## src/hw_limit_period_timer_pkg.sv

```systemverilog
package hw_limit_period_timer_pkg;

  // ==========================================================================
  // register map (byte addresses, one aligned word each)
  // ==========================================================================
  localparam int unsigned ADDR_W = 5;
  localparam logic [4:0] ADDR_TIMER_CONTROL = 5'h00;  // timer_control_reg
  localparam logic [4:0] ADDR_LIMIT_CONTROL = 5'h04;  // mode and sync option
  localparam logic [4:0] ADDR_PERIOD = 5'h08;  // period_value
  localparam logic [4:0] ADDR_COUNT = 5'h0C;  // count_value
  localparam logic [4:0] ADDR_IRQ = 5'h10;  // peripheral_irq_enable_reg4 plus flag

  // ==========================================================================
  // field positions
  // ==========================================================================
  localparam int unsigned ON_BIT = 7;  // enable bit in timer_control_reg
  localparam int unsigned PRE_LSB = 4;  // prescale_select, 3 bits
  localparam int unsigned POST_LSB = 0;  // postscale_select, 4 bits
  localparam int unsigned ENABLE_SYNC_OPTION_BIT = 5;  // enable_sync_option
  localparam int unsigned MODE_LSB = 0;  // mode, 5 bits
  localparam int unsigned FLAG_BIT = 0;  // sticky interrupt flag, write 1 clears
  localparam int unsigned IRQEN_BIT = 1;  // period_irq_enable

  // ==========================================================================
  // reset values
  // ==========================================================================
  localparam logic [7:0] RST_CONTROL = 8'h00;
  localparam logic [7:0] RST_LIMIT = 8'h00;
  localparam logic [7:0] RST_PERIOD = 8'hFF;
  localparam logic [7:0] RST_COUNT = 8'h00;

  // ==========================================================================
  // operating modes
  // ==========================================================================
  localparam logic [4:0] M_SW_GATE = 5'h00;
  localparam logic [4:0] M_GATE_HIGH_STOP = 5'h01;
  localparam logic [4:0] M_GATE_LOW_STOP = 5'h02;
  localparam logic [4:0] M_EDGE_ANY_RST = 5'h03;
  localparam logic [4:0] M_EDGE_RISE_RST = 5'h04;
  localparam logic [4:0] M_EDGE_FALL_RST = 5'h05;
  localparam logic [4:0] M_LEVEL_LOW_RST = 5'h06;
  localparam logic [4:0] M_LEVEL_HIGH_RST = 5'h07;
  localparam logic [4:0] M_OS_SOFT = 5'h08;
  localparam logic [4:0] M_OS_RISE = 5'h09;
  localparam logic [4:0] M_OS_FALL = 5'h0A;
  localparam logic [4:0] M_OS_ANY = 5'h0B;
  localparam logic [4:0] M_OSHL_RISE = 5'h0C;
  localparam logic [4:0] M_OSHL_FALL = 5'h0D;
  localparam logic [4:0] M_OSLV_LOW = 5'h0E;
  localparam logic [4:0] M_OSLV_HIGH = 5'h0F;

  // ==========================================================================
  // bus answers
  // ==========================================================================
  localparam logic [1:0] RESP_OKAY = 2'h0;
  localparam logic [1:0] RESP_SLVERR = 2'h2;

endpackage : hw_limit_period_timer_pkg

```

## src/hw_limit_period_timer.sv

```systemverilog
`timescale 1ns/1ps
`default_nettype none

// Summary of operation
// RULE1 - interrupt when postscaler reaches selected ratio
// RULE2 - interrupt passes only while enable set
// RULE3 - enable and external signal synchronised two clocks
// RULE4 - software gate counts only while enabled
// RULE5 - period match clears, counting resumes from zero
// RULE6 - hardware gate halts on external level
// RULE7 - external edge resets counter early
// RULE8 - period restarts two clocks after edge
// RULE9 - level modes hold reset, ignore when off
// RULE10 - level reset after match or two clocks
// RULE11 - level release restarts counting two clocks later
// RULE12 - soft one-shot clears enable at match
// RULE13 - soft one-shot pauses while enable cleared
// RULE14 - edge one-shot starts on edge after enable
// RULE15 - halted edge one-shot needs fresh edge
// RULE16 - limit one-shot: first edge starts, later reset
// RULE17 - limit one-shot clears enable, ignores edges off
// RULE18 - level-reset one-shot holds, starts on transition; here the transition tick still holds reset, so the count never starts
// RULE19 - level-reset one-shot needs new edge after enable
// RULE20 - prescaler divides by one to 128
// RULE21 - postscale codes map linearly one to sixteen
// RULE22 - sync option delays enable two timer clocks
// RULE23 - period match always clears counter next clock; a same-cycle software write to the count wins instead
// RULE24 - counter and period are eight bits
// RULE25 - interrupt flag sticky until software clears
module hw_limit_period_timer
  import hw_limit_period_timer_pkg::*;
#(
  parameter int unsigned CNT_W = 8  // counter and period width
) (
  // clock and reset
  input wire logic CLOCK,
  input wire logic RST_N,
  // axi4-lite write address
  input wire logic S_AXI_AWVALID,
  output logic S_AXI_AWREADY,
  input wire logic [ADDR_W-1:0] S_AXI_AWADDR,
  // axi4-lite write data
  input wire logic S_AXI_WVALID,
  output logic S_AXI_WREADY,
  input wire logic [31:0] S_AXI_WDATA,
  input wire logic [3:0] S_AXI_WSTRB,
  // axi4-lite write response
  output logic S_AXI_BVALID,
  input wire logic S_AXI_BREADY,
  output logic [1:0] S_AXI_BRESP,
  // axi4-lite read address
  input wire logic S_AXI_ARVALID,
  output logic S_AXI_ARREADY,
  input wire logic [ADDR_W-1:0] S_AXI_ARADDR,
  // axi4-lite read data
  output logic S_AXI_RVALID,
  input wire logic S_AXI_RREADY,
  output logic [31:0] S_AXI_RDATA,
  output logic [1:0] S_AXI_RRESP,
  // external reset signal source
  input wire logic EXT_RESET_SIGNAL,
  // time base for the pwm compare unit and interrupt
  output logic [CNT_W-1:0] COUNT_VALUE,
  output logic PERIOD_MATCH,
  output logic TIMER_IRQ
);

  // ==========================================================================
  // register state
  // ==========================================================================
  logic on_q;  // enable bit, hardware may clear it
  logic [2:0] pre_sel_q;  // prescale_select
  logic [3:0] post_sel_q;  // postscale_select
  logic enable_sync_option_q;  // enable_sync_option
  logic [4:0] mode_q;  // operating mode
  logic [CNT_W-1:0] period_q;  // period_value
  logic [CNT_W-1:0] count_q;  // count_value
  logic irq_flag_q;  // sticky interrupt flag
  logic irq_en_q;  // period_irq_enable

  // ==========================================================================
  // axi4-lite slave
  // ==========================================================================
  logic aw_held_q;  // address captured, waiting for data
  logic w_held_q;  // data captured, waiting for address
  logic [ADDR_W-1:0] waddr_q;  // captured write address
  logic [31:0] wdata_q;  // captured write data
  logic [3:0] wstrb_q;  // captured strobes
  logic wr_go;  // both halves present, perform write
  logic wr_ctrl;  // strobed write to timer_control_reg

  assign wr_go = aw_held_q && w_held_q && !S_AXI_BVALID;
  assign wr_ctrl = wr_go && (waddr_q == ADDR_TIMER_CONTROL) && wstrb_q[0];

  // address and data taken in either order, one write in flight
  always_ff @(posedge CLOCK or negedge RST_N)
  begin
    if (!RST_N)
    begin
      aw_held_q <= 1'b0;
      w_held_q <= 1'b0;
      waddr_q <= '0;
      wdata_q <= 32'h0000_0000;
      wstrb_q <= 4'h0;
      S_AXI_AWREADY <= 1'b0;
      S_AXI_WREADY <= 1'b0;
      S_AXI_BVALID <= 1'b0;
      S_AXI_BRESP <= RESP_OKAY;
    end
    else
    begin
      // ready is offered one cycle ahead while the slot is empty
      S_AXI_AWREADY <= !aw_held_q && !(S_AXI_AWVALID && S_AXI_AWREADY);
      S_AXI_WREADY <= !w_held_q && !(S_AXI_WVALID && S_AXI_WREADY);
      if (S_AXI_AWVALID && S_AXI_AWREADY)
      begin
        aw_held_q <= 1'b1;
        waddr_q <= S_AXI_AWADDR;
      end
      if (S_AXI_WVALID && S_AXI_WREADY)
      begin
        w_held_q <= 1'b1;
        wdata_q <= S_AXI_WDATA;
        wstrb_q <= S_AXI_WSTRB;
      end
      if (wr_go)
      begin
        S_AXI_BVALID <= 1'b1;
        // unmapped or misaligned words answer with an error
        S_AXI_BRESP <= (waddr_q > ADDR_IRQ || waddr_q[1:0] != 2'b00) ? RESP_SLVERR : RESP_OKAY;
      end
      else if (S_AXI_BVALID && S_AXI_BREADY)
      begin
        S_AXI_BVALID <= 1'b0;
        aw_held_q <= 1'b0;
        w_held_q <= 1'b0;
      end
    end
  end

  // read channel, answer one cycle after the address is taken
  always_ff @(posedge CLOCK or negedge RST_N)
  begin
    if (!RST_N)
    begin
      S_AXI_ARREADY <= 1'b0;
      S_AXI_RVALID <= 1'b0;
      S_AXI_RDATA <= 32'h0000_0000;
      S_AXI_RRESP <= RESP_OKAY;
    end
    else
    begin
      S_AXI_ARREADY <= !S_AXI_RVALID && !(S_AXI_ARVALID && S_AXI_ARREADY);
      if (S_AXI_ARVALID && S_AXI_ARREADY)
      begin
        S_AXI_RVALID <= 1'b1;
        S_AXI_RRESP <= RESP_OKAY;
        case (S_AXI_ARADDR)
          ADDR_TIMER_CONTROL: S_AXI_RDATA <= {24'h00_0000, on_q, pre_sel_q, post_sel_q};
          ADDR_LIMIT_CONTROL: S_AXI_RDATA <= {26'h000_0000, enable_sync_option_q, mode_q};
          ADDR_PERIOD: S_AXI_RDATA <= {{(32-CNT_W){1'b0}}, period_q};
          ADDR_COUNT: S_AXI_RDATA <= {{(32-CNT_W){1'b0}}, count_q};
          ADDR_IRQ: S_AXI_RDATA <= {30'h0000_0000, irq_en_q, irq_flag_q};
          default:
          begin
            // unmapped reads return zero with an error
            S_AXI_RDATA <= 32'h0000_0000;
            S_AXI_RRESP <= RESP_SLVERR;
          end
        endcase
      end
      else if (S_AXI_RVALID && S_AXI_RREADY)
      begin
        S_AXI_RVALID <= 1'b0;
      end
    end
  end

  // ==========================================================================
  // prescaler
  // ==========================================================================
  logic [6:0] pre_cnt_q;  // prescale divider count
  logic [6:0] pre_lim;  // last count of the selected ratio
  logic tick;  // one timer clock, a one-cycle enable

  // RULE20 - ratio doubles per code
  assign pre_lim = 7'((8'h01 << pre_sel_q) - 8'h01);
  assign tick = (pre_cnt_q == pre_lim);

  // divider free-runs, so a new ratio below the current count lands only after the count wraps past 127
  always_ff @(posedge CLOCK or negedge RST_N)
  begin
    if (!RST_N)
      pre_cnt_q <= 7'h00;
    else if (tick)
      pre_cnt_q <= 7'h00;
    else
      pre_cnt_q <= pre_cnt_q + 7'h01;
  end

  // ==========================================================================
  // synchronisers and timer-clock delay stages
  // ==========================================================================
  logic ers_m_q;  // first stage, read only by the second
  logic ers_s_q;  // synchronised external signal
  logic ers_t1_q;  // level seen at one timer clock
  logic ers_t2_q;  // level seen one timer clock later
  logic on_t1_q;  // enable delayed one timer clock
  logic on_t2_q;  // enable delayed two timer clocks
  logic on_eff;  // enable as the counter sees it
  logic lvl;  // external level, two timer clocks late
  logic rise;  // delayed rising edge
  logic fall;  // delayed falling edge

  // RULE3 - two stages, then timer-clock stages
  always_ff @(posedge CLOCK or negedge RST_N)
  begin
    if (!RST_N)
    begin
      ers_m_q <= 1'b0;
      ers_s_q <= 1'b0;
    end
    else
    begin
      ers_m_q <= EXT_RESET_SIGNAL;
      ers_s_q <= ers_m_q;
    end
  end

  // level and enable pipelines advance on timer clocks only
  always_ff @(posedge CLOCK or negedge RST_N)
  begin
    if (!RST_N)
    begin
      ers_t1_q <= 1'b0;
      ers_t2_q <= 1'b0;
      on_t1_q <= 1'b0;
      on_t2_q <= 1'b0;
    end
    else if (tick)
    begin
      ers_t1_q <= ers_s_q;
      ers_t2_q <= ers_t1_q;
      on_t1_q <= on_q;
      on_t2_q <= on_t1_q;
    end
  end

  // RULE22 - sync option uses twice-delayed enable
  assign on_eff = enable_sync_option_q ? (on_q && on_t2_q) : on_q;
  assign lvl = ers_t2_q;
  // RULE8 - edge acts two timer clocks late
  assign rise = ers_t1_q && !ers_t2_q;
  assign fall = !ers_t1_q && ers_t2_q;

  // ==========================================================================
  // mode decode
  // ==========================================================================
  logic started_q;  // one-shot armed by its start event
  logic run;  // counter may advance this timer clock
  logic hold_rst;  // counter forced to zero this timer clock
  logic start_ev;  // qualifying start event
  logic one_shot;  // match clears the enable bit
  logic match;  // count equals period on a timer clock

  assign match = tick && (count_q == period_q);

  always_comb
  begin
    run = 1'b0;
    hold_rst = 1'b0;
    start_ev = 1'b0;
    one_shot = 1'b0;
    case (mode_q)
      // RULE4 - software gate
      M_SW_GATE: run = on_eff;
      // RULE6 - hardware gates
      M_GATE_HIGH_STOP: run = on_eff && !lvl;
      M_GATE_LOW_STOP: run = on_eff && lvl;
      // RULE7 - edge reset modes
      M_EDGE_ANY_RST:
      begin
        run = on_eff;
        hold_rst = on_eff && (rise || fall);
      end
      M_EDGE_RISE_RST:
      begin
        run = on_eff;
        hold_rst = on_eff && rise;
      end
      M_EDGE_FALL_RST:
      begin
        run = on_eff;
        hold_rst = on_eff && fall;
      end
      // RULE9 - level held reset, ignored when off
      M_LEVEL_LOW_RST:
      begin
        hold_rst = on_eff && !lvl;
        run = on_eff && lvl;
      end
      M_LEVEL_HIGH_RST:
      begin
        hold_rst = on_eff && lvl;
        run = on_eff && !lvl;
      end
      // RULE13 - pauses while enable low
      M_OS_SOFT:
      begin
        run = on_eff;
        one_shot = 1'b1;
      end
      // RULE14 - edge start one-shots
      M_OS_RISE, M_OS_FALL, M_OS_ANY:
      begin
        one_shot = 1'b1;
        start_ev = on_eff && ((mode_q != M_OS_FALL && rise) || (mode_q != M_OS_RISE && fall));
        run = on_eff && (started_q || start_ev);
      end
      // RULE16 - first edge starts, later edges reset
      M_OSHL_RISE, M_OSHL_FALL:
      begin
        one_shot = 1'b1;
        start_ev = on_eff && (mode_q == M_OSHL_RISE ? rise : fall);
        hold_rst = started_q && start_ev;
        run = on_eff && (started_q || start_ev);
      end
      // RULE18 - level reset; hold_rst is also set on the transition tick, so the count never starts
      M_OSLV_LOW, M_OSLV_HIGH:
      begin
        one_shot = 1'b1;
        hold_rst = (mode_q == M_OSLV_LOW) ? !lvl : lvl;
        start_ev = on_eff && (mode_q == M_OSLV_LOW ? rise : fall);
        run = on_eff && (started_q || start_ev);
      end
      // unused codes leave the counter still
      default: run = 1'b0;
    endcase
  end

  // RULE15 - disarm whenever enable drops
  always_ff @(posedge CLOCK or negedge RST_N)
  begin
    if (!RST_N)
      started_q <= 1'b0;
    else if (!on_eff || (match && one_shot))
      started_q <= 1'b0;
    // RULE19 - reset level disarms, new edge needed
    else if (tick && hold_rst && mode_q >= M_OSLV_LOW)
      started_q <= 1'b0;
    else if (tick && start_ev)
      started_q <= 1'b1;
  end

  // ==========================================================================
  // counter
  // ==========================================================================
  // RULE24 - full-width match and count
  always_ff @(posedge CLOCK or negedge RST_N)
  begin
    if (!RST_N)
      count_q <= RST_COUNT[CNT_W-1:0];
    // software write to the count wins over the timer
    else if (wr_go && waddr_q == ADDR_COUNT && wstrb_q[0])
      count_q <= wdata_q[CNT_W-1:0];
    // RULE5 - free run restarts from zero
    // RULE23 - match clears in every mode
    else if (match)
      count_q <= '0;
    // RULE10 - level reset forces zero
    else if (tick && hold_rst)
      count_q <= '0;
    // RULE11 - resumes once reset released
    else if (tick && run)
      count_q <= count_q + 1'b1;
  end

  // ==========================================================================
  // control registers
  // ==========================================================================
  // RULE12 - one-shot match clears enable
  always_ff @(posedge CLOCK or negedge RST_N)
  begin
    if (!RST_N)
    begin
      on_q <= RST_CONTROL[ON_BIT];
      pre_sel_q <= RST_CONTROL[PRE_LSB +: 3];
      post_sel_q <= RST_CONTROL[POST_LSB +: 4];
    end
    else if (wr_ctrl)
    begin
      // a software set beats a same-cycle hardware clear
      on_q <= wdata_q[ON_BIT];
      pre_sel_q <= wdata_q[PRE_LSB +: 3];
      post_sel_q <= wdata_q[POST_LSB +: 4];
    end
    // RULE17 - enable cleared at period match
    else if (match && one_shot)
      on_q <= 1'b0;
  end

  // remaining writable registers
  always_ff @(posedge CLOCK or negedge RST_N)
  begin
    if (!RST_N)
    begin
      enable_sync_option_q <= RST_LIMIT[ENABLE_SYNC_OPTION_BIT];
      mode_q <= RST_LIMIT[MODE_LSB +: 5];
      period_q <= RST_PERIOD[CNT_W-1:0];
      irq_en_q <= 1'b0;
    end
    else if (wr_go && wstrb_q[0])
    begin
      if (waddr_q == ADDR_LIMIT_CONTROL)
      begin
        enable_sync_option_q <= wdata_q[ENABLE_SYNC_OPTION_BIT];
        mode_q <= wdata_q[MODE_LSB +: 5];
      end
      if (waddr_q == ADDR_PERIOD)
        period_q <= wdata_q[CNT_W-1:0];
      if (waddr_q == ADDR_IRQ)
        irq_en_q <= wdata_q[IRQEN_BIT];
    end
  end

  // ==========================================================================
  // postscaler and interrupt
  // ==========================================================================
  logic [3:0] post_cnt_q;  // matches seen since last interrupt
  logic post_hit;  // postscaler reached its ratio

  // RULE21 - code n means n+1 matches
  assign post_hit = match && (post_cnt_q == post_sel_q);

  // counting past a lowered ratio wraps through zero
  always_ff @(posedge CLOCK or negedge RST_N)
  begin
    if (!RST_N)
      post_cnt_q <= 4'h0;
    else if (post_hit)
      post_cnt_q <= 4'h0;
    else if (match)
      post_cnt_q <= post_cnt_q + 4'h1;
  end

  // RULE25 - sticky flag, set beats clear
  always_ff @(posedge CLOCK or negedge RST_N)
  begin
    if (!RST_N)
      irq_flag_q <= 1'b0;
    // RULE1 - flag on postscaler hit
    else if (post_hit)
      irq_flag_q <= 1'b1;
    else if (wr_go && waddr_q == ADDR_IRQ && wstrb_q[0] && wdata_q[FLAG_BIT])
      irq_flag_q <= 1'b0;
  end

  // registered outputs toward the pwm unit and processor
  always_ff @(posedge CLOCK or negedge RST_N)
  begin
    if (!RST_N)
    begin
      TIMER_IRQ <= 1'b0;
      PERIOD_MATCH <= 1'b0;
      COUNT_VALUE <= '0;
    end
    else
    begin
      // RULE2 - gated by enable bit
      TIMER_IRQ <= irq_flag_q && irq_en_q;
      PERIOD_MATCH <= match;
      COUNT_VALUE <= count_q;
    end
  end
endmodule : hw_limit_period_timer

`default_nettype wire

```

## config.mk

```make
export PLATFORM = sky130hd
export DESIGN_NAME = hw_limit_period_timer
export DESIGN_NICKNAME = d
export VERILOG_FILES = /design/src/hw_limit_period_timer_pkg.sv /design/src/hw_limit_period_timer.sv
export SDC_FILE = /design/constraint.sdc
export NUM_CORES = 1
export LEC_CHECK = 0
export ABC_CLOCK_PERIOD_IN_PS = 3000
export BUFFER_PORTS_ARGS = -buffer_cell sky130_fd_sc_hd__buf_2
export CORE_UTILIZATION = 53
export DETAILED_ROUTE_END_ITERATION = 10
export PLACE_DENSITY = 0.88
export SYNTH_ARGS = -nofsm -noshare
export SYNTH_HDL_FRONTEND = slang
export SYNTH_SLANG_ARGS = --single-unit
```

## constraint.sdc

```tcl
create_clock -name CLOCK -period 3 [get_ports CLOCK]
set_clock_uncertainty 0.15 [all_clocks]
set_input_delay 0.45 -clock CLOCK [delete_from_list [all_inputs] [get_ports CLOCK]]
set_output_delay 0.45 -clock CLOCK [all_outputs]
set_load 0.01 [all_outputs]
```

* Word-level counts from Yosys, hierarchy flattened
Cells that the tools add are included.
** Storage, ports and cells
- Register bits :: 117
- Input bits :: 54
** Cells by class
- Add/sub/neg operators :: 4
- $lt $le $gt $ge :: 2
- Eq/ne operators :: 28
- Shift-type cells :: 1
- Muxes and demuxes :: 35
- Reductions and logical operators :: 82
** Operators by type and width (count)
- == test 5 x 4 -> 1 bit (second input constant) :: 12
- logical AND 1 bit :: 43
- one-hot mux 8 bit (5 select lines) :: 1
- 2-to-1 mux 8 bit :: 4
- == test 5 x 3 -> 1 bit (second input constant) :: 6
- 2-to-1 mux 1 bit :: 22
- logical NOT 5 bit :: 3
- nonzero test 2 bit :: 6
- == test 5 x 2 -> 1 bit (second input constant) :: 2
- == test 5 bit (second input constant) :: 2
- logical NOT 1 bit :: 10
- != test 5 x 4 -> 1 bit (second input constant) :: 2
- OR reduction 5 bit :: 2
- adder 8 x 1 -> 8 bit (second input constant) :: 1
- == test 8 bit :: 1
- 2-to-1 mux 4 bit :: 2
- OR reduction 2 bit :: 4
- OR reduction 8 bit :: 1
- adder 7 x 1 -> 7 bit (second input constant) :: 1
- == test 7 bit :: 1
- logical OR 1 bit :: 7
- 2-to-1 mux 7 bit :: 1
- one-hot mux 1 bit (7 select lines) :: 1
- << shifter 1 x 3 -> 7 bit (first input constant) :: 1
- other kinds (13) :: 16

* Depth between registers and ports, before layout
Gate-level depths: netlist (run 1).
- Depth in word-level cells :: 13
- Depth in mapped cells :: 9
- Mapped depth without buffers :: 9

* Worst setup path after synthesis (run 1)
No wires, ideal clock.
- Path kind :: register to register
- Start :: register pre_sel_q[2]
- End :: register count_q[5]
- Library setup time :: 0.131 ns
- Arrival time :: 2.169 ns
- Data required time :: 2.719 ns
- Slack :: 0.551 ns
- Stages on the path, launching flop included :: 10
- Path buffers :: 2
- Period minus slack after synthesis :: 2.449 ns
- Cell sequence :: dfrtp_1 > buf_6 > or4_1 > a21oi_1 > a31oi_1 > a2111o_1 > buf_6 > nor4_4 > xnor2_1 > o21ai_2
** Between the ends
- Word-level cells in the longest chain between the ends :: 7
- Elaborated cells between the ends (all ways) :: 10
- Those cells by class :: add/sub (1); eq/ne (1); shift (1); mux (3); reduce/logical (4)
** Ends and longest elaborated chain
- start, declared :: RTL line hw_limit_period_timer.sv:72 : logic [2:0] pre_sel_q;
- start signal, assigned :: RTL line hw_limit_period_timer.sv:387 : pre_sel_q <= RST_CONTROL[PRE_LSB +: 3];
- start signal, assigned :: RTL line hw_limit_period_timer.sv:394 : pre_sel_q <= wdata_q[PRE_LSB +: 3];
- << shifter 1 x 3 -> 7 bit (*) :: RTL line hw_limit_period_timer.sv:187 : assign pre_lim = 7'((8'h01 << pre_sel_q) - 8'h01);
- subtractor 7 x 1 -> 7 bit (*) :: RTL line hw_limit_period_timer.sv:187
- == test 7 bit (*) :: RTL line hw_limit_period_timer.sv:188 : assign tick = (pre_cnt_q == pre_lim);
- logical AND 1 bit :: RTL line hw_limit_period_timer.sv:371 : else if (tick && hold_rst)
- 2-to-1 mux 8 bit :: RTL line hw_limit_period_timer.sv:371
- 2-to-1 mux 8 bit :: RTL line hw_limit_period_timer.sv:368 : else if (match)
- 2-to-1 mux 8 bit :: RTL line hw_limit_period_timer.sv:364 : else if (wr_go && waddr_q == ADDR_COUNT && wstrb_q[0])
- end signal, assigned :: RTL line hw_limit_period_timer.sv:362 : count_q <= RST_COUNT[CNT_W-1:0];
- end signal, assigned :: RTL line hw_limit_period_timer.sv:365 : count_q <= wdata_q[CNT_W-1:0];
- end signal, assigned :: RTL line hw_limit_period_timer.sv:375 : count_q <= count_q + 1'b1;
- end, declared :: RTL line hw_limit_period_timer.sv:77 : logic [CNT_W-1:0] count_q;
Every way passes the cells marked *; elsewhere a longest branch is shown, timed or not.
A chain may end at the register's enable or synchronous reset.

* Worst setup path after layout (run 1)
- Start :: register ers_t2_q
- End :: register count_q[7]
** Between the ends
- Word-level cells in the longest chain between the ends :: 10
- Elaborated cells between the ends (all ways) :: 33
- Those cells by class :: mux (8); reduce/logical (25)
** Ends and longest elaborated chain
- start, declared :: RTL line hw_limit_period_timer.sv:207 : logic ers_t2_q;
- start signal, assigned :: RTL line hw_limit_period_timer.sv:243 : ers_t2_q <= ers_t1_q;
- logical NOT 1 bit
- logical AND 1 bit :: RTL line hw_limit_period_timer.sv:253 : assign rise = ers_t1_q && !ers_t2_q;
- 2-to-1 mux 1 bit or logical AND 1 bit (tied branches) :: RTL line hw_limit_period_timer.sv:324, hw_limit_period_timer.sv:317
- logical AND 1 bit or logical OR 1 bit (tied branches) :: RTL line hw_limit_period_timer.sv:324, hw_limit_period_timer.sv:317
- logical AND 1 bit (on tied branches) :: RTL line hw_limit_period_timer.sv:325, hw_limit_period_timer.sv:317
- one-hot mux 1 bit (7 select lines) or logical OR 1 bit (tied branches) :: RTL line hw_limit_period_timer.sv:274, hw_limit_period_timer.sv:318
- logical AND 1 bit (on tied branches) :: RTL line hw_limit_period_timer.sv:371, hw_limit_period_timer.sv:318
- 2-to-1 mux 8 bit or one-hot mux 1 bit (6 select lines) (tied branches) :: RTL line hw_limit_period_timer.sv:371, hw_limit_period_timer.sv:274
- 2-to-1 mux 8 bit or logical AND 1 bit (tied branches) :: RTL line hw_limit_period_timer.sv:368, hw_limit_period_timer.sv:374
- 2-to-1 mux 8 bit or nonzero test 4 bit (tied branches)
Several ways; a longest one is shown, not always the timed one.

==> out/qor.yml, run 1 <==
outcome:
  status: "completed"
drt:
  wl_per_cell_microns: 15.9
  drt_iter0_markers: 234
  viasPerCell: 5.62
  totalWireLength_microns: 9170
  ant_nets: 0
  drt_first_pass_iters: 5
  drc: 0
  vias: 3248
sta:
  min_period_over_period: 0.905
  relSlewSlack: 0.511
  slew_viol_final: 0
  finalSetupViolations: 0
  fin_crit_ns: 2.72
  max_freq_mhz: 368
  fin_setup_tns_ns: 0
  rsz0062_at_grt: "false"
  worst_slew_pin_slew_ns: 0.733
  hold_viol_final: 0
  setup_ws_ns: 0.284
final_layout:
  layout_commonest_cell: "dfrtp_1"
  diodes: 0
  final_cell_mix: "dfrtp_1 (83), buf_2 (50), nand2_1 (39)"
  nFillCells: 662
  multi_input_area_sq_um: 2070
  syn_to_final_growth_pct: 10.2
  area.sequential_sq_um: 2290
  utilization: 0.607
  fin_nets: 527
  drive_gt1_frac: 0.279
critical_path:
  crit_type: "register to register"
  r2r-start: "ers_t2_q"
  crit_chain: "inv_1, ha_1, mux2i_1, nor3_1, a221oi_1, a311o_1, nor2_2, a31o_2, a211oi_1"
  r2r_slack_ns: 0.28
  endpoint_kind: "register"
  cp.required_ns: 3.12
  critical-path-top-delay-family: "compound AO/OA/AOI/OAI gates"
  cp_data_arrival_time_ns: 2.83
  r2r_cells: 9
  critPathMaxFanout: 6
  slowest_delay_ns: 0.53
  crit_slowest_cell: "a311o_1"
  worst-path-buf-inv: 1
  r2r_end: "count_q[7]"
  start_kind: "register"
yosys:
  async_reset_ff_frac: 1.00
  synthDominantCellAreaShare: 0.454
  yosysSeqAreaShare: 0.500
  netlist_instances: 417
  ys_warn_count: 0
  synth-simple-area-share: 0.144
  synth_area_per_cell_sq_um: 11.0
  synth_edf_count: 0
  synth_compound_area_frac: 0.130
  ys.flop_type: "dfrtp_1"
  yosys_register_bits: 91
  netlist_top_cells_area: "dfrtp_1 (45%), mux2_2 (8.9%), dfstp_2 (4.6%)"
  synth_area_sq_um: 4570
  synth.area.mux_share: 0.0974
  yosysUniqueCellTypes: 60
  synth_top_family_by_area: "simple AND/OR/NAND/NOR gates"
  synth-xor-area-share: 0.0460
  yosys.area.top_type: "dfrtp_1"
  synth_fa_ha_area_frac: 0.0137
placement:
  numPortBuffers: 51
  hpwl_microns: 6580
  globalplace.congestion: 0.930
  place_ws_ns: 0.193
worst_hold_path:
  hold_class: "input port to async pin"
power:
  internal-power_uw: 2560
  power_density_nw_per_um2: 815
  vdd_ir_drop_max_mv: 0.356
  p_clk_frac: 0.203
  power_frac_comb: 0.317
  p_seq_frac: 0.480
  p_sw_frac: 0.376
  p_sw_uw: 1550
  leakagePower_uw: 0.00235
  total_power_uw: 4110
floorplan:
  start_util: 0.551
  dieArea_sq_um: 9000
  placement_rows: 33
  pin_count: 105
  die_w_microns: 94.9
  die_h_microns: 94.9
  core_area_sq_um: 8300
grt:
  grt.total_usage: 0.226
  grt_max_degree: 61
  grt_pass1_vias: 3187
  antenna_found_initial: 0
  grt_pass1_wl_microns: 15400
  grt_overflow: 0
clock_tree:
  cts_buffers: 9
  clockBufferDepth: 2
  worstSkewPairLatency_ns: 0.35
  path_clk_slew_ns: 0.09
  clkSinkCount: 91
  htree_levels: 3
  hold_buffers: 0
  post_cts_resize_count: 0
  cts_root_buf: "clkbuf_8"
  post-cts-setup-buffers: 0
  cts_tree: "yes"
run:
  maxCapViolations: 0
## routing by layer
metal  global-route usage  up-vias  part of all wire
met1                0.291     1576              0.43
met5                    0        -                 0
met4                0.102        0             0.018
li1                     -     1548                 -
met2                0.371      111              0.49
met3               0.0403       13             0.057
## worst max-delay path by stage
stage                     cells past startpoint    startpoint         end
after global placement                        7  pre_sel_q[1]  count_q[6]
after global routing                          9      ers_t2_q  count_q[7]
after CTS                                     8  pre_sel_q[0]  count_q[7]
after detailed placement                      8  pre_sel_q[0]  count_q[7]
after floorplan                               9  pre_sel_q[2]  count_q[5]
final                                         9      ers_t2_q  count_q[7]
## cell type report
type	count	share of cell area
Multi-Input combinational cell	300	0.411
Inverter	9	0.00670
Sequential cell	91	0.454
Tap cell	105	0.0261
Timing Repair Buffer	57	0.0626
Clock buffer	10	0.0273
Clock inverter	6	0.0129
## state kept, by name, summed over array words and instances, names as in the netlist, 3 cells and up
name         count
COUNT_VALUE      8
S_AXI_RDATA      8
count_q          8
mode_q           5
period_q         8
post_cnt_q       4
post_sel_q       4
pre_cnt_q        7
pre_sel_q        3
waddr_q          5
wdata_q          8
## synthesized netlist by cell type, types with 7 or more instances
master	instances
a211oi_1	7
a21oi_1	13
buf_4	26
clkbuf_1	12
dfrtp_1	83
dfstp_2	8
inv_1	9
mux2_2	36
nand2_1	39
nand3_1	15
nor2_1	16
nor3_1	10
o21ai_0	24
xnor2_1	12
xor2_1	12
## worst register-to-register path: cells and delay by family, from the launching register on
| family | cells | cell delay [ns] |
|---|---|---|
| buffers and inverters | 1 | 0.11 |
| multiplexers | 1 | 0.17 |
| adder cells (fa/ha/maj) | 1 | 0.22 |
| flip-flops | 1 | 0.42 |
| AO/OA/AOI/OAI | 4 | 1.36 |
| AND/OR/NAND/NOR | 2 | 0.20 |
## power groups by stage
stage	Sequential (uW)	Combinational (uW)	Clock, uW
after CTS	1960	1310	852
after detailed placement	1990	1290	0
final	1970	1300	832
after global placement	1960	1240	0
after floorplan	1840	1050	0
after global routing	2020	1460	906
## per-stage QoR
stage	area [sq um]	std cells	hold WS, ns
finish	5040	578	0.0128
global route	5040	578	0.0289
floorplan	4670	442	0.00441
detailed placement	4840	562	0.185
global placement	4840	562	0.188
CTS	5040	578	0.0299
## kinds of logic (layout without fill, tap and decap cells)
family | after synthesis | in the layout
compound gates | 84 | 84
simple gates | 121 | 121
flops | 91 | 91
other cells | 1 | 26
buf+inv | 51 | 82
mux | 40 | 40
fa+ha+maj | 5 | 5
xor+xnor | 24 | 24
Note: power is estimated with default switching activity, not from simulation.
==> run 2, diff against run 1 <==
Settings changed: REMOVE_ABC_BUFFERS set to 1.
==> out/qor.yml, run 2 (synthesis results as in run 1) <==
clock_tree:
  cts_tree: "yes"  # unchanged
  worstSkewPairLatency_ns: 0.35  # about the same
  path_clk_slew_ns: 0.08  # was 0.09 ns
  htree_levels: 3  # unchanged
  cts_buffers: 9  # unchanged
  clkSinkCount: 91  # unchanged
  cts_root_buf: "clkbuf_8"  # unchanged
  clockBufferDepth: 2  # unchanged
  post_cts_resize_count: 0  # unchanged
floorplan:
  die_h_microns: 94.9  # unchanged
  start_util: 0.551  # unchanged
  pin_count: 105  # unchanged
  dieArea_sq_um: 9000  # unchanged
  placement_rows: 33  # unchanged
  core_area_sq_um: 8300  # unchanged
  die_w_microns: 94.9  # unchanged
critical_path:
  slowest_delay_ns: 0.55  # was 0.53 ns
  r2r_slack_ns: 0.20  # was 0.28 ns
  critPathMaxFanout: 6  # unchanged
  cp_data_arrival_time_ns: 2.91  # was 2.83 ns
  worst-path-buf-inv: 1  # unchanged
  critical-path-top-delay-family: "compound AO/OA/AOI/OAI gates"  # unchanged
  start_kind: "register"  # unchanged
  crit_chain: "inv_1, ha_1, mux2i_1, nor3_1, a221oi_1, a311o_1, nor2_2, a31o_2, a211oi_1"  # unchanged
  crit_slowest_cell: "a311o_1"  # unchanged
  crit_type: "register to register"  # unchanged
  endpoint_kind: "register"  # unchanged
  cp.required_ns: 3.11  # was 3.12 ns
grt:
  grt_max_degree: 51  # was 61
  antenna_found_initial: 0  # unchanged
  grt.total_usage: 0.216  # was 0.226
  grt_pass1_wl_microns: 15000  # was 15,400 microns
  grt_pass1_vias: 3137  # was 3,187
  grt_overflow: 0  # unchanged
sta:
  slew_viol_final: 0  # unchanged
  hold_viol_final: 0  # unchanged
  max_freq_mhz: 357  # was 368 MHz
  rsz0062_at_grt: "false"  # unchanged
  min_period_over_period: 0.933  # was 0.905
  whs_ns: 0.0554  # was 0.0128 ns
  finalSetupViolations: 0  # unchanged
  fin_setup_tns_ns: 0  # unchanged
  fin_crit_ns: 2.80  # was 2.72 ns
  relSlewSlack: 0.497  # was 0.511
  worst_slew_pin_slew_ns: 0.750  # was 0.733 ns
final_layout:
  nFillCells: 660  # was 662
  diodes: 0  # unchanged
  final_cell_mix: "dfrtp_1 (83), buf_2 (50), nand2_1 (39)"  # unchanged
  final_cell_area_sq_um: 5030  # was 5040 sq um
  drive_gt1_frac: 0.272  # was 0.279
  layout_commonest_cell: "dfrtp_1"  # unchanged
  fin_nets: 528  # was 527
  syn_to_final_growth_pct: 10.0  # was 10.2%
  utilization: 0.606  # was 0.607
placement:
  globalplace.congestion: 0.859  # was 0.930
  numPortBuffers: 51  # unchanged
  hpwl_microns: 6680  # was 6580 microns
  dpl_cell_area_sq_um: 4840  # unchanged
drt:
  drt_iter0_markers: 278  # was 234
  wl_per_cell_microns: 15.9  # about the same
  drt_first_pass_iters: 5  # unchanged
  drc: 0  # unchanged
  totalWireLength_microns: 9180  # was 9170 microns
  viasPerCell: 5.78  # was 5.62
  vias: 3344  # was 3,248
  ant_nets: 0  # unchanged
power:
  vdd_ir_drop_max_mv: 0.413  # was 0.356 mV
  leakagePower_uw: 0.00234  # was 0.00235 uW
  power_density_nw_per_um2: 814  # was 815 nW/um^2
outcome:
  status: "completed"  # unchanged
run:
  maxCapViolations: 0  # unchanged
worst_hold_path:
  hold_class: "input port to register"  # was input port to async pin
run 2: changes by cell type in the layout (fill, tap and decap cells not counted), sizes merged:
cell         delta
clkbuf          +1
clkinvlp        -1
dlygate4sd3     +1
run 2: timing repair:
item                                   CTS  global route
endpoints found under the hold margin   41             0
buffers inserted                         0             0
hold buffers                             1             0
run 2: path summary, 6_finish.rpt:
kind / cells past startpoint / startpoint / to
worst max-delay path: 9 / ers_t2_q / count_q[7]
worst min-delay path: 1 / EXT_RESET_SIGNAL / ers_m_q
worst max register to register: 9 / ers_t2_q / count_q[7]
worst min register to register: 0 / ers_m_q / ers_s_q
max in group asynchronous: 3 / RST_N / period_q[1]
min in group asynchronous: 2 / RST_N / mode_q[3]
run 2: cell type report:
class | count | area (sq um) | share of cell area
Tap cell | 105 | 131 | 0.0261
Sequential cell | 91 | 2290 | 0.455
Inverter | 9 | 33.8 | 0.00671
Multi-Input combinational cell | 300 | 2070 | 0.411
Clock inverter | 5 | 53.8 | 0.0107
Timing Repair Buffer | 58 | 325 | 0.0647
Clock buffer | 11 | 131 | 0.0261
run 2: where the power goes:
group / leakage (uW) / switching (uW) / internal [uW]
clock network: 0.0000971 / 405 / 383
registers: 0.00116 / 423 / 1560
logic: 0.00108 / 708 / 619
run 2: per-layer routing:
layer	track usage	up-vias	part of all wire
met5	0	-	0
met3	0.0523	15	0.057
li1	-	1543	-
met2	0.349	155	0.48
met4	0.0758	0	0.013
met1	0.284	1631	0.45
run 2: through the flow:
stage          total power (uW)  std cells  setup slack, ns
4_1_cts                    4090        579            0.254
2_1_floorplan              2800        400            0.442
3_5_place_dp               3300        562            0.273
3_3_place_gp               3210        562            0.398
5_1_grt                    4340        579           0.0744
6_report                   4100        579            0.201
